--- src/spc_defs.svh ---
// Offsets, field positions, reset values and timing of the serial port control bank
`ifndef SPC_DEFS_SVH
`define SPC_DEFS_SVH

// Register port geometry and offsets
`define SPC_ADDR_W      5
`define SPC_DATA_W      16
`define SPC_OFF_CTRL    5'h00
`define SPC_OFF_STAT    5'h01

// Control register fields
`define SPC_B_RESET     15
`define SPC_B_LOOP      14
`define SPC_B_SPD_LSB   13
`define SPC_B_ANEN      12
`define SPC_B_POWERDOWN_STRAP_INPUT     11
`define SPC_B_RSV10     10
`define SPC_B_RESTART   9
`define SPC_B_RSV8      8
`define SPC_B_SPD_MSB   6

// Status register fields
`define SPC_S_LINK      0
`define SPC_S_PRST      1
`define SPC_S_ANRS      2
`define SPC_S_ROLE      3

// Reset values and strap decode
`define SPC_SPD_RST     2'h2
`define SPC_RSV8_VAL    1'h1
`define SPC_PD_MODE     3'h5

// Timing, in nanoseconds, and the cycle conversion (least times round up)
`define SPC_CLK_NS      50
`define SPC_PRST_NS     800
`define SPC_ANRS_NS     200
`define SPC_CYC(ns)     (((ns) + `SPC_CLK_NS - 1) / `SPC_CLK_NS)

`endif

--- src/spc_pkg.sv ---
// Types shared by the serial port control bank
package spc_pkg;

  // Sequencer states: idle, port reset, auto-negotiation restart
  typedef enum logic [1:0] {
    SPC_IDLE = 2'h0,
    SPC_PRST = 2'h1,
    SPC_ANRS = 2'h2
  } spc_state_t;

  // Speed pair, upper bit first: 2'h2 gigabit, 2'h1 hundred
  typedef logic [1:0] spc_speed_t;

endpackage

--- src/spc_ctrl.sv ---
// Serial port control register bank with port reset, loopback and autoneg sequencing
//
// Functional notes
// - Writing port reset bit resets port state machines at once, bit self-clears when done.
// - Port reset affects only this serial port bank, nothing else.
// - With loopback set, internal transmit data returns on internal receive data.
// - Loopback forces link status down while it stays enabled.
// - Mode select zero: speed bits follow resolved speed, 10 gigabit, 01 hundred.
// - Mode select one: speed bits are writable and hold last written value.
// - Any change of autoneg enable breaks link and restarts autoneg.
// - Toggling autoneg enable either way also sets the restart bit.
// - Hardware reset loads autoneg enable from the autoneg strap.
// - Hardware reset sets power down only if power strap high and mode straps 101.
// - Writing restart bit restarts autoneg, then the bit clears itself.
// - Autoneg restarts after hardware reset, port reset and enable change.
// - Mode select zero picks system-side role, one picks media-side role.
`timescale 1ns/1ps
`default_nettype none
`include "spc_defs.svh"

module spc_ctrl #(
  parameter int DATA_W     = 8,
  parameter int CNT_W      = 8,
  parameter int PRST_CYC   = `SPC_CYC(`SPC_PRST_NS),
  parameter int ANRS_CYC   = `SPC_CYC(`SPC_ANRS_NS)
) (
  input  wire logic                   ref_clk_in,
  input  wire logic                   reset_in,
  // Register port
  input  wire logic [`SPC_ADDR_W-1:0] addr_in,
  input  wire logic [`SPC_DATA_W-1:0] wdata_in,
  input  wire logic                   wr_in,
  input  wire logic                   rd_in,
  output logic      [`SPC_DATA_W-1:0] rdata_out,
  // Straps
  input  wire logic                   autoneg_strap_input_in,
  input  wire logic                   powerdown_strap_input_in,
  input  wire logic [2:0]             config_strap_in,
  // Mode select and resolved speed from elsewhere in the port
  input  wire logic                   media_mode_in,
  input  wire spc_pkg::spc_speed_t    resolved_speed_in,
  input  wire logic                   line_link_in,
  // Internal data bus
  input  wire logic [DATA_W-1:0]      tx_data_in,
  input  wire logic [DATA_W-1:0]      line_rx_data_in,
  output logic      [DATA_W-1:0]      rx_data_out,
  // Controls toward the port logic
  output logic                        port_sm_reset_out,
  output logic                        aneg_restart_out,
  output logic                        aneg_enable_out,
  output logic                        power_down_out,
  output logic                        loopback_out,
  output spc_pkg::spc_speed_t         speed_out,
  output logic                        media_role_out,
  output logic                        link_up_out
);
  import spc_pkg::*;

  // Counts must fit the counter and be at least one cycle
  generate
    if (PRST_CYC < 1 || PRST_CYC >= (1 << CNT_W)) begin : g_bad_prst
      $error("PRST_CYC out of range for CNT_W");
    end
    if (ANRS_CYC < 1 || ANRS_CYC >= (1 << CNT_W)) begin : g_bad_anrs
      $error("ANRS_CYC out of range for CNT_W");
    end
    if (DATA_W < 1) begin : g_bad_data
      $error("DATA_W must be positive");
    end
    if (CNT_W < 2 || CNT_W > 16) begin : g_bad_cnt
      $error("CNT_W must be 2 to 16");
    end
  endgenerate

  localparam logic [CNT_W-1:0] PRST_LOAD = CNT_W'(PRST_CYC - 1);
  localparam logic [CNT_W-1:0] ANRS_LOAD = CNT_W'(ANRS_CYC - 1);
  localparam logic [CNT_W-1:0] CNT_ZERO  = '0;
  localparam logic [CNT_W-1:0] CNT_ONE   = CNT_W'(1);

  spc_state_t             state_reg;
  spc_state_t             state_next;
  logic [CNT_W-1:0]       cnt_reg;
  logic [CNT_W-1:0]       cnt_next;
  logic                   strap_pend_reg;
  logic                   loop_reg;
  logic                   loop_next;
  logic                   anen_reg;
  logic                   anen_next;
  logic                   powerdown_strap_input_reg;
  logic                   powerdown_strap_input_next;
  logic                   rsv10_reg;
  logic                   rsv10_next;
  spc_speed_t             spd_sw_reg;
  spc_speed_t             spd_sw_next;
  logic [`SPC_DATA_W-1:0] rdata_reg;
  logic [DATA_W-1:0]      rx_data_reg;
  spc_speed_t             speed_reg;
  logic                   role_reg;
  logic                   link_reg;

  // Address decode and write qualification
  wire ctrl_sel = (addr_in == `SPC_OFF_CTRL);
  wire stat_sel = (addr_in == `SPC_OFF_STAT);
  wire in_prst  = (state_reg == SPC_PRST);
  wire in_anrs  = (state_reg == SPC_ANRS);
  wire in_idle  = (state_reg == SPC_IDLE);
  // Writes during a port reset are dropped; the bank is being rebuilt
  wire ctrl_wr  = wr_in & ctrl_sel & ~in_prst;
  // Field writes; a port reset write leaves the retained fields alone
  wire keep_wr  = ctrl_wr & ~wdata_in[`SPC_B_RESET];

  // Requests decoded from a control write
  wire prst_req    = ctrl_wr & wdata_in[`SPC_B_RESET];
  wire anen_change = ctrl_wr & (wdata_in[`SPC_B_ANEN] != anen_reg);
  wire rst_wr      = ctrl_wr & wdata_in[`SPC_B_RESTART];
  // First edge after hardware reset, an enable toggle or a restart write
  wire an_req      = strap_pend_reg | anen_change | rst_wr;

  // Strap decode for power down
  wire pd_strap = powerdown_strap_input_in &
                  (config_strap_in == `SPC_PD_MODE);

  // Speed pair seen by software and the port
  wire spc_speed_t spd_live = media_mode_in ? spd_sw_reg
                                            : resolved_speed_in;

  // Control word as read back
  wire restart_bit = in_anrs;
  wire [`SPC_DATA_W-1:0] ctrl_word = {
    in_prst,
    loop_reg,
    spd_live[0],
    anen_reg,
    powerdown_strap_input_reg,
    rsv10_reg,
    restart_bit,
    `SPC_RSV8_VAL,
    1'h0,
    spd_live[1],
    6'h00
  };

  // Status word: link seen by the MAC side, sequencer activity, role
  wire [`SPC_DATA_W-1:0] stat_word = {
    12'h000,
    media_mode_in,
    in_anrs,
    in_prst,
    link_reg
  };

  // Read mux, unmapped addresses return zero
  wire [`SPC_DATA_W-1:0] rd_word = ctrl_sel ? ctrl_word :
                                   stat_sel ? stat_word : 16'h0000;
  // Strobe selects the word; between reads the port shows zero
  wire [`SPC_DATA_W-1:0] rd_next = rd_in ? rd_word : 16'h0000;

  // Receive source: transmit data replaces line data in loopback
  wire [DATA_W-1:0] rx_sel = loop_reg ? tx_data_in : line_rx_data_in;
  // Link held down in loopback, in any sequencer window and in power down
  wire link_ok = line_link_in & ~loop_reg & in_idle & ~powerdown_strap_input_reg;

  // Sequencer: port reset first, then autoneg restart window
  always_comb begin
    state_next = state_reg;
    cnt_next   = cnt_reg;
    unique case (state_reg)
      SPC_IDLE: begin
        if (prst_req) begin
          state_next = SPC_PRST;
          cnt_next   = PRST_LOAD;
        end else if (an_req) begin
          state_next = SPC_ANRS;
          cnt_next   = ANRS_LOAD;
        end
      end
      SPC_PRST: begin
        if (cnt_reg == CNT_ZERO) begin
          // Reset done: bit clears and autoneg restarts on its own
          state_next = SPC_ANRS;
          cnt_next   = ANRS_LOAD;
        end else begin
          cnt_next = cnt_reg - CNT_ONE;
        end
      end
      SPC_ANRS: begin
        if (prst_req) begin
          state_next = SPC_PRST;
          cnt_next   = PRST_LOAD;
        end else if (an_req) begin
          // New request in the last cycle still wins over self-clear
          cnt_next = ANRS_LOAD;
        end else if (cnt_reg == CNT_ZERO) begin
          state_next = SPC_IDLE;
        end else begin
          cnt_next = cnt_reg - CNT_ONE;
        end
      end
      default: begin
        state_next = SPC_IDLE;
        cnt_next   = CNT_ZERO;
      end
    endcase
  end

  // Loopback: written freely, cleared by a port reset
  always_comb begin
    loop_next = loop_reg;
    if (prst_req) begin
      loop_next = 1'h0;
    end else if (ctrl_wr) begin
      loop_next = wdata_in[`SPC_B_LOOP];
    end
  end

  // Enable and power down load straps on first edge, reserved resets to zero and takes writes; all three retained by port reset
  always_comb begin
    anen_next  = anen_reg;
    powerdown_strap_input_next = powerdown_strap_input_reg;
    rsv10_next = rsv10_reg;
    if (strap_pend_reg) begin
      anen_next  = autoneg_strap_input_in;
      powerdown_strap_input_next = pd_strap;
    end else if (keep_wr) begin
      anen_next  = wdata_in[`SPC_B_ANEN];
      powerdown_strap_input_next = wdata_in[`SPC_B_POWERDOWN_STRAP_INPUT];
      rsv10_next = wdata_in[`SPC_B_RSV10];
    end
  end

  // Software speed pair only takes writes in media mode
  always_comb begin
    spd_sw_next = spd_sw_reg;
    if (keep_wr & media_mode_in) begin
      spd_sw_next = {wdata_in[`SPC_B_SPD_MSB],
                     wdata_in[`SPC_B_SPD_LSB]};
    end
  end

  // Sequencer and counter
  always_ff @(posedge ref_clk_in or posedge reset_in) begin
    if (reset_in) begin
      state_reg <= SPC_IDLE;
      cnt_reg   <= CNT_ZERO;
    end else begin
      state_reg <= state_next;
      cnt_reg   <= cnt_next;
    end
  end

  // Strap capture is armed by reset and fires once after release
  always_ff @(posedge ref_clk_in or posedge reset_in) begin
    if (reset_in) begin
      strap_pend_reg <= 1'h1;
    end else begin
      strap_pend_reg <= 1'h0;
    end
  end

  // Loopback; the only control field that a port reset clears
  always_ff @(posedge ref_clk_in or posedge reset_in) begin
    if (reset_in) begin
      loop_reg <= 1'h0;
    end else begin
      loop_reg <= loop_next;
    end
  end

  // Retained fields; other banks never see the port reset
  always_ff @(posedge ref_clk_in or posedge reset_in) begin
    if (reset_in) begin
      anen_reg  <= 1'h0;
      powerdown_strap_input_reg <= 1'h0;
      rsv10_reg <= 1'h0;
    end else begin
      anen_reg  <= anen_next;
      powerdown_strap_input_reg <= powerdown_strap_input_next;
      rsv10_reg <= rsv10_next;
    end
  end

  // Software speed pair, kept across a port reset
  always_ff @(posedge ref_clk_in or posedge reset_in) begin
    if (reset_in) begin
      spd_sw_reg <= `SPC_SPD_RST;
    end else begin
      spd_sw_reg <= spd_sw_next;
    end
  end

  // Read data stands only in the cycle after the strobe
  always_ff @(posedge ref_clk_in or posedge reset_in) begin
    if (reset_in) begin
      rdata_reg <= 16'h0000;
    end else begin
      rdata_reg <= rd_next;
    end
  end

  // Receive path: loop transmit data back in place of line data
  always_ff @(posedge ref_clk_in or posedge reset_in) begin
    if (reset_in) begin
      rx_data_reg <= '0;
    end else begin
      rx_data_reg <= rx_sel;
    end
  end

  // Link drops in loopback, port reset, autoneg restart and power down
  always_ff @(posedge ref_clk_in or posedge reset_in) begin
    if (reset_in) begin
      link_reg <= 1'h0;
    end else begin
      link_reg <= link_ok;
    end
  end

  // Speed and role toward the serial interface
  always_ff @(posedge ref_clk_in or posedge reset_in) begin
    if (reset_in) begin
      speed_reg <= `SPC_SPD_RST;
      role_reg  <= 1'h0;
    end else begin
      speed_reg <= spd_live;
      role_reg  <= media_mode_in;
    end
  end

  // Outputs; sequencer levels come straight from the state register
  assign rdata_out         = rdata_reg;
  assign rx_data_out       = rx_data_reg;
  assign port_sm_reset_out = in_prst;
  assign aneg_restart_out  = in_anrs;
  assign aneg_enable_out   = anen_reg;
  assign power_down_out    = powerdown_strap_input_reg;
  assign loopback_out      = loop_reg;
  assign speed_out         = speed_reg;
  assign media_role_out    = role_reg;
  assign link_up_out       = link_reg;

endmodule

`default_nettype wire

--- config.mk ---
export PLATFORM = sky130hd
export DESIGN_NAME = spc_ctrl
export DESIGN_NICKNAME = d
export VERILOG_FILES = /design/src/spc_pkg.sv /design/src/spc_ctrl.sv
export VERILOG_INCLUDE_DIRS = /design/src /design/src/src
export SDC_FILE = /design/constraint.sdc
export NUM_CORES = 1
export LEC_CHECK = 0
export BUFFER_PORTS_ARGS = -buffer_cell sky130_fd_sc_hd__buf_2
export CORE_ASPECT_RATIO = 1.5
export CORE_MARGIN = 5
export CORE_UTILIZATION = 50
export DETAILED_ROUTE_END_ITERATION = 8
export PLACE_DENSITY = 0.84
export SYNTH_ARGS = -nofsm -noshare
export SYNTH_HDL_FRONTEND = slang
export SYNTH_SLANG_ARGS = --single-unit
--- constraint.sdc ---
create_clock -name ref_clk_in -period 5.2 [get_ports ref_clk_in]
set_input_delay 0.78 -clock ref_clk_in [delete_from_list [all_inputs] [get_ports ref_clk_in]]
set_output_delay 0.78 -clock ref_clk_in [all_outputs]
set_load 0.02 [all_outputs]
==> qor.csv <==
stage;metric;value;unit
outcome;run status;finished clean;
power_and_ir_drop;Worst IR Drop VDD;285;uV
yosys;fraction of the mapped netlist area in compound gates;13.4;%
global_route;global route overflow;0;
final_layout;fraction of final layout cells with drive strength greater than 1;40.8;%
global_route;number of global-route vias before repair;1478;
detailed_routing;# DRC;0;
detailed_routing;DRT antenna net count;0;
yosys;synthesized area per cell;11.0;um2
floorplan;die area;5140;um2
global_route;wire length of the first global-routing pass;6.71;mm
sta;Final TNS setup;0;ps
yosys;Post-synth EDFFs;0;
detailed_routing;wire length per cell;14.6;um
worst_setup_path;top cell family by delay on the critical path;simple AND/OR/NAND/NOR gates;
final_layout;max reg flops;13;
clock_network;TritonCTS Sinks;42;
floorplan;number of core rows;27;
worst_setup_path;launching element type of the critical path;flip-flop;
clock_network;buffer count from post-CTS setup fixing;0;
yosys;number of different library cells in the post-synthesis netlist;44;
worst_setup_path;required time of the worst setup path;5410;ps
clock_network;number of buffers created by CTS;5;
power_and_ir_drop;overall power of the completed layout;827;uW
global_route;maximum number of pins on one net before global-route repair;43;
sta;number of hold-slack violations in the final timing report;0;
sta;Max Slew Vio Count;0;
worst_hold_path;hold path start;rsv10_reg;
worst_setup_path;Buf+Inv Stages, Crit Path;1;
final_layout;combined area of the multi-input logic cells;729;um2
worst_setup_path;largest stage delay on the critical path;650;ps
final_layout;ant diodes;0;
detailed_routing;Post-Route WL;4.19;mm
worst_setup_path;Arrival @ worst endpoint;3060;ps
yosys;area share of and/or/nand/nor cells after synthesis;14.5;%
floorplan;Boundary Pins;83;
power_and_ir_drop;reported leakage power;1.22;nW
sta;post-route clock period utilization;54.9;%
place;weighted congestion at the end of routability-driven global placement;0.794;
floorplan;Core ar.;3680;um2
run;max-capacitance violation count;0;
yosys;share of the synthesized netlist area taken by xor and xnor gates;0.463;%
global_route;initial antenna violation count;0;
sta;clock skew after layout;4.25;ps
sta;worst hold margin;484;ps
yosys;Post-Synth Adder-Cell Area;0.661;%
clock_network;quantity of hold-fixing buffers added after cts;0;
floorplan;die width;60.2;um
worst_setup_path;worst-path cell with the longest stage delay;sky130_fd_sc_hd__a2111oi_4;
sta;achievable clock frequency;350;MHz
final_layout;sequential cell area in the final layout;1050;um2
worst_setup_path;timing startpoint of the critical path;cnt_reg[0];
worst_setup_path;source of the worst register-to-register timing path;cnt_reg[0];
yosys;total of warnings raised by yosys;0;
yosys;post-synthesis sequential area ratio;55.7;%
global_route;global-route usage over all layers;17.4;%
worst_setup_path;crit-path cells;inv_1, ha_1, or4b_4, or4_1, a2111oi_4, a21oi_1, o22ai_1;
detailed_routing;Detailed Route Iter0 Violations;42;
yosys;Yosys reg bits;42;
detailed_routing;vias post-DR;1529;
yosys;Cells after Synth;172;
detailed_routing;routed via count divided by cell count;5.31;
worst_hold_path;type of the tightest min-delay check;reg2reg;
sta;unrepaired setup endpoints after global routing;no;
sta;Max-slew headroom;49.3;%
final_layout;layout overhead on the synthesized area;25.4;%
worst_setup_path;kind of capture point of the worst setup path;flip-flop;
clock_network;Resized Gates After CTS;0;
yosys;proportion of synthesized area in mux cells;8.79;%
yosys;Synth Cell Area;1890;um2
floorplan;die height;85.4;um
sta;min Tclk post-route;2850;ps
yosys;most common flop cell mapped by yosys;sky130_fd_sc_hd__dfrtp_1;
place;post-DP HPWL;3.25;mm
final_layout;fill count;307;
sta;transition time at the pin with the least slew margin;742;ps
clock_network;clock insertion delay at the later pin of the skew report;290;ps
yosys;dominant combinational cell family by area after synthesis;simple AND/OR/NAND/NOR gates;
clock_network;CTS tree;built;
worst_setup_path;Setup CP Type;reg2reg;
worst_setup_path;maximum net fanout on the critical path;9;
yosys;async set-or-reset flop fraction in the synthesized netlist;100;%
final_layout;Post-layout nets;295;
clock_network;clock-pin slew on the worst setup and hold paths;80;ps
clock_network;clock buffer depth;2;
detailed_routing;number of detailed-route iterations in the first pass;4;
clock_network;H-tree levels;2;
power_and_ir_drop;power density over the cells;348;nW/um2
place;number of port buffers;71;
clock_network;Root Driver;sky130_fd_sc_hd__clkbuf_8;
sta;Setup violations, final;0;
floorplan;starting density of the core;51.4;%
synth_stat cells, types with 3 or more instances:
| library cell | count | area share (%) |
|---|---|---|
| sky130_fd_sc_hd__nand2_1 | 8 | 1.6 |
| sky130_fd_sc_hd__and2_1 | 7 | 2.3 |
| sky130_fd_sc_hd__nor2_1 | 12 | 2.4 |
| sky130_fd_sc_hd__inv_1 | 17 | 3.4 |
| sky130_fd_sc_hd__nor3_1 | 4 | 1.1 |
| sky130_fd_sc_hd__clkbuf_1 | 5 | 0.99 |
| sky130_fd_sc_hd__o22ai_1 | 4 | 1.3 |
| sky130_fd_sc_hd__buf_4 | 3 | 1.2 |
| sky130_fd_sc_hd__dfstp_2 | 3 | 4.2 |
| sky130_fd_sc_hd__nor4_1 | 4 | 1.3 |
| sky130_fd_sc_hd__dfrtp_1 | 39 | 52 |
| sky130_fd_sc_hd__a21oi_1 | 8 | 2.1 |
| sky130_fd_sc_hd__a32oi_1 | 3 | 1.4 |
| sky130_fd_sc_hd__a31oi_1 | 3 | 0.99 |
| sky130_fd_sc_hd__nand2b_1 | 3 | 0.99 |
| sky130_fd_sc_hd__o21ai_0 | 4 | 1.1 |
| sky130_fd_sc_hd__mux2_2 | 13 | 7.7 |
worst paths after layout:
kind	end	slack, ps	depth (start not counted)
setup / recovery	cnt_reg[2]	2350	7
hold / removal	rdata_out[10]	480	1
setup reg to reg	cnt_reg[2]	2350	7
hold reg to reg	rdata_out[10]	480	1
max in group asynchronous	strap_pend_reg	4230	3
min in group asynchronous	speed_out[0]	590	3
logic make-up after synthesis:
logic type,after synthesis
XOR/XNOR,1
buffers and inverters,27
AND/OR/NAND/NOR,51
flip-flops,42
AO/OA/AOI/OAI,34
other,1
adder cells (fa/ha/maj),1
multiplexers,15
per-stage QoR:
step / setup WS (ps) / util (%) / instance area [um2] / cells
detailed placement: 2260 / 61.5 / 2260 / 280
global route: 2160 / 64.5 / 2370 / 288
CTS: 2350 / 64.5 / 2370 / 288
global placement: 2270 / 61.5 / 2260 / 280
finish: 2350 / 64.5 / 2370 / 288
floorplan: 2600 / - / 1900 / 175
area by class of cell:
| cell class | instances | area share, % |
|---|---|---|
| tap | 43 | 2.27 |
| timing repair buffer | 72 | 15.3 |
| inverter | 17 | 2.69 |
| sequential | 42 | 44.4 |
| multi-input combinational | 106 | 30.7 |
| clock buffer | 6 | 3.06 |
| clock inverter | 2 | 1.58 |
power by group:
group	switching (mW)	total, mW	internal, mW	leakage, nW
clock	0.110	0.253	0.143	0.0514
sequential	0.0302	0.391	0.360	0.537
combinational	0.101	0.183	0.0820	0.628
placed cells by master, fill, tap and decap left out, drive strengths merged, types with 2 or more instances in the layout:
cell and count:
clkbuf 6, o21ai 6, nand2 8, nor2 12
nor3 4, mux2i 2, a32oi 3, o22ai 4
a2111oi 3, nand2b 3, nor4 4, nand3 2
inv 17, mux2 13, and2 7, buf 72
dfrtp 39, a21oi 8, or2 2, dfstp 3
conb 4, a31oi 3, or4 2
routing by layer:
metal  wire (um)  GRT usage, %
met5           0             0
met4          61          6.05
met3         299          4.26
met2        2360          30.9
met1        1470          19.5
Power figures use the tool's default switching activity.
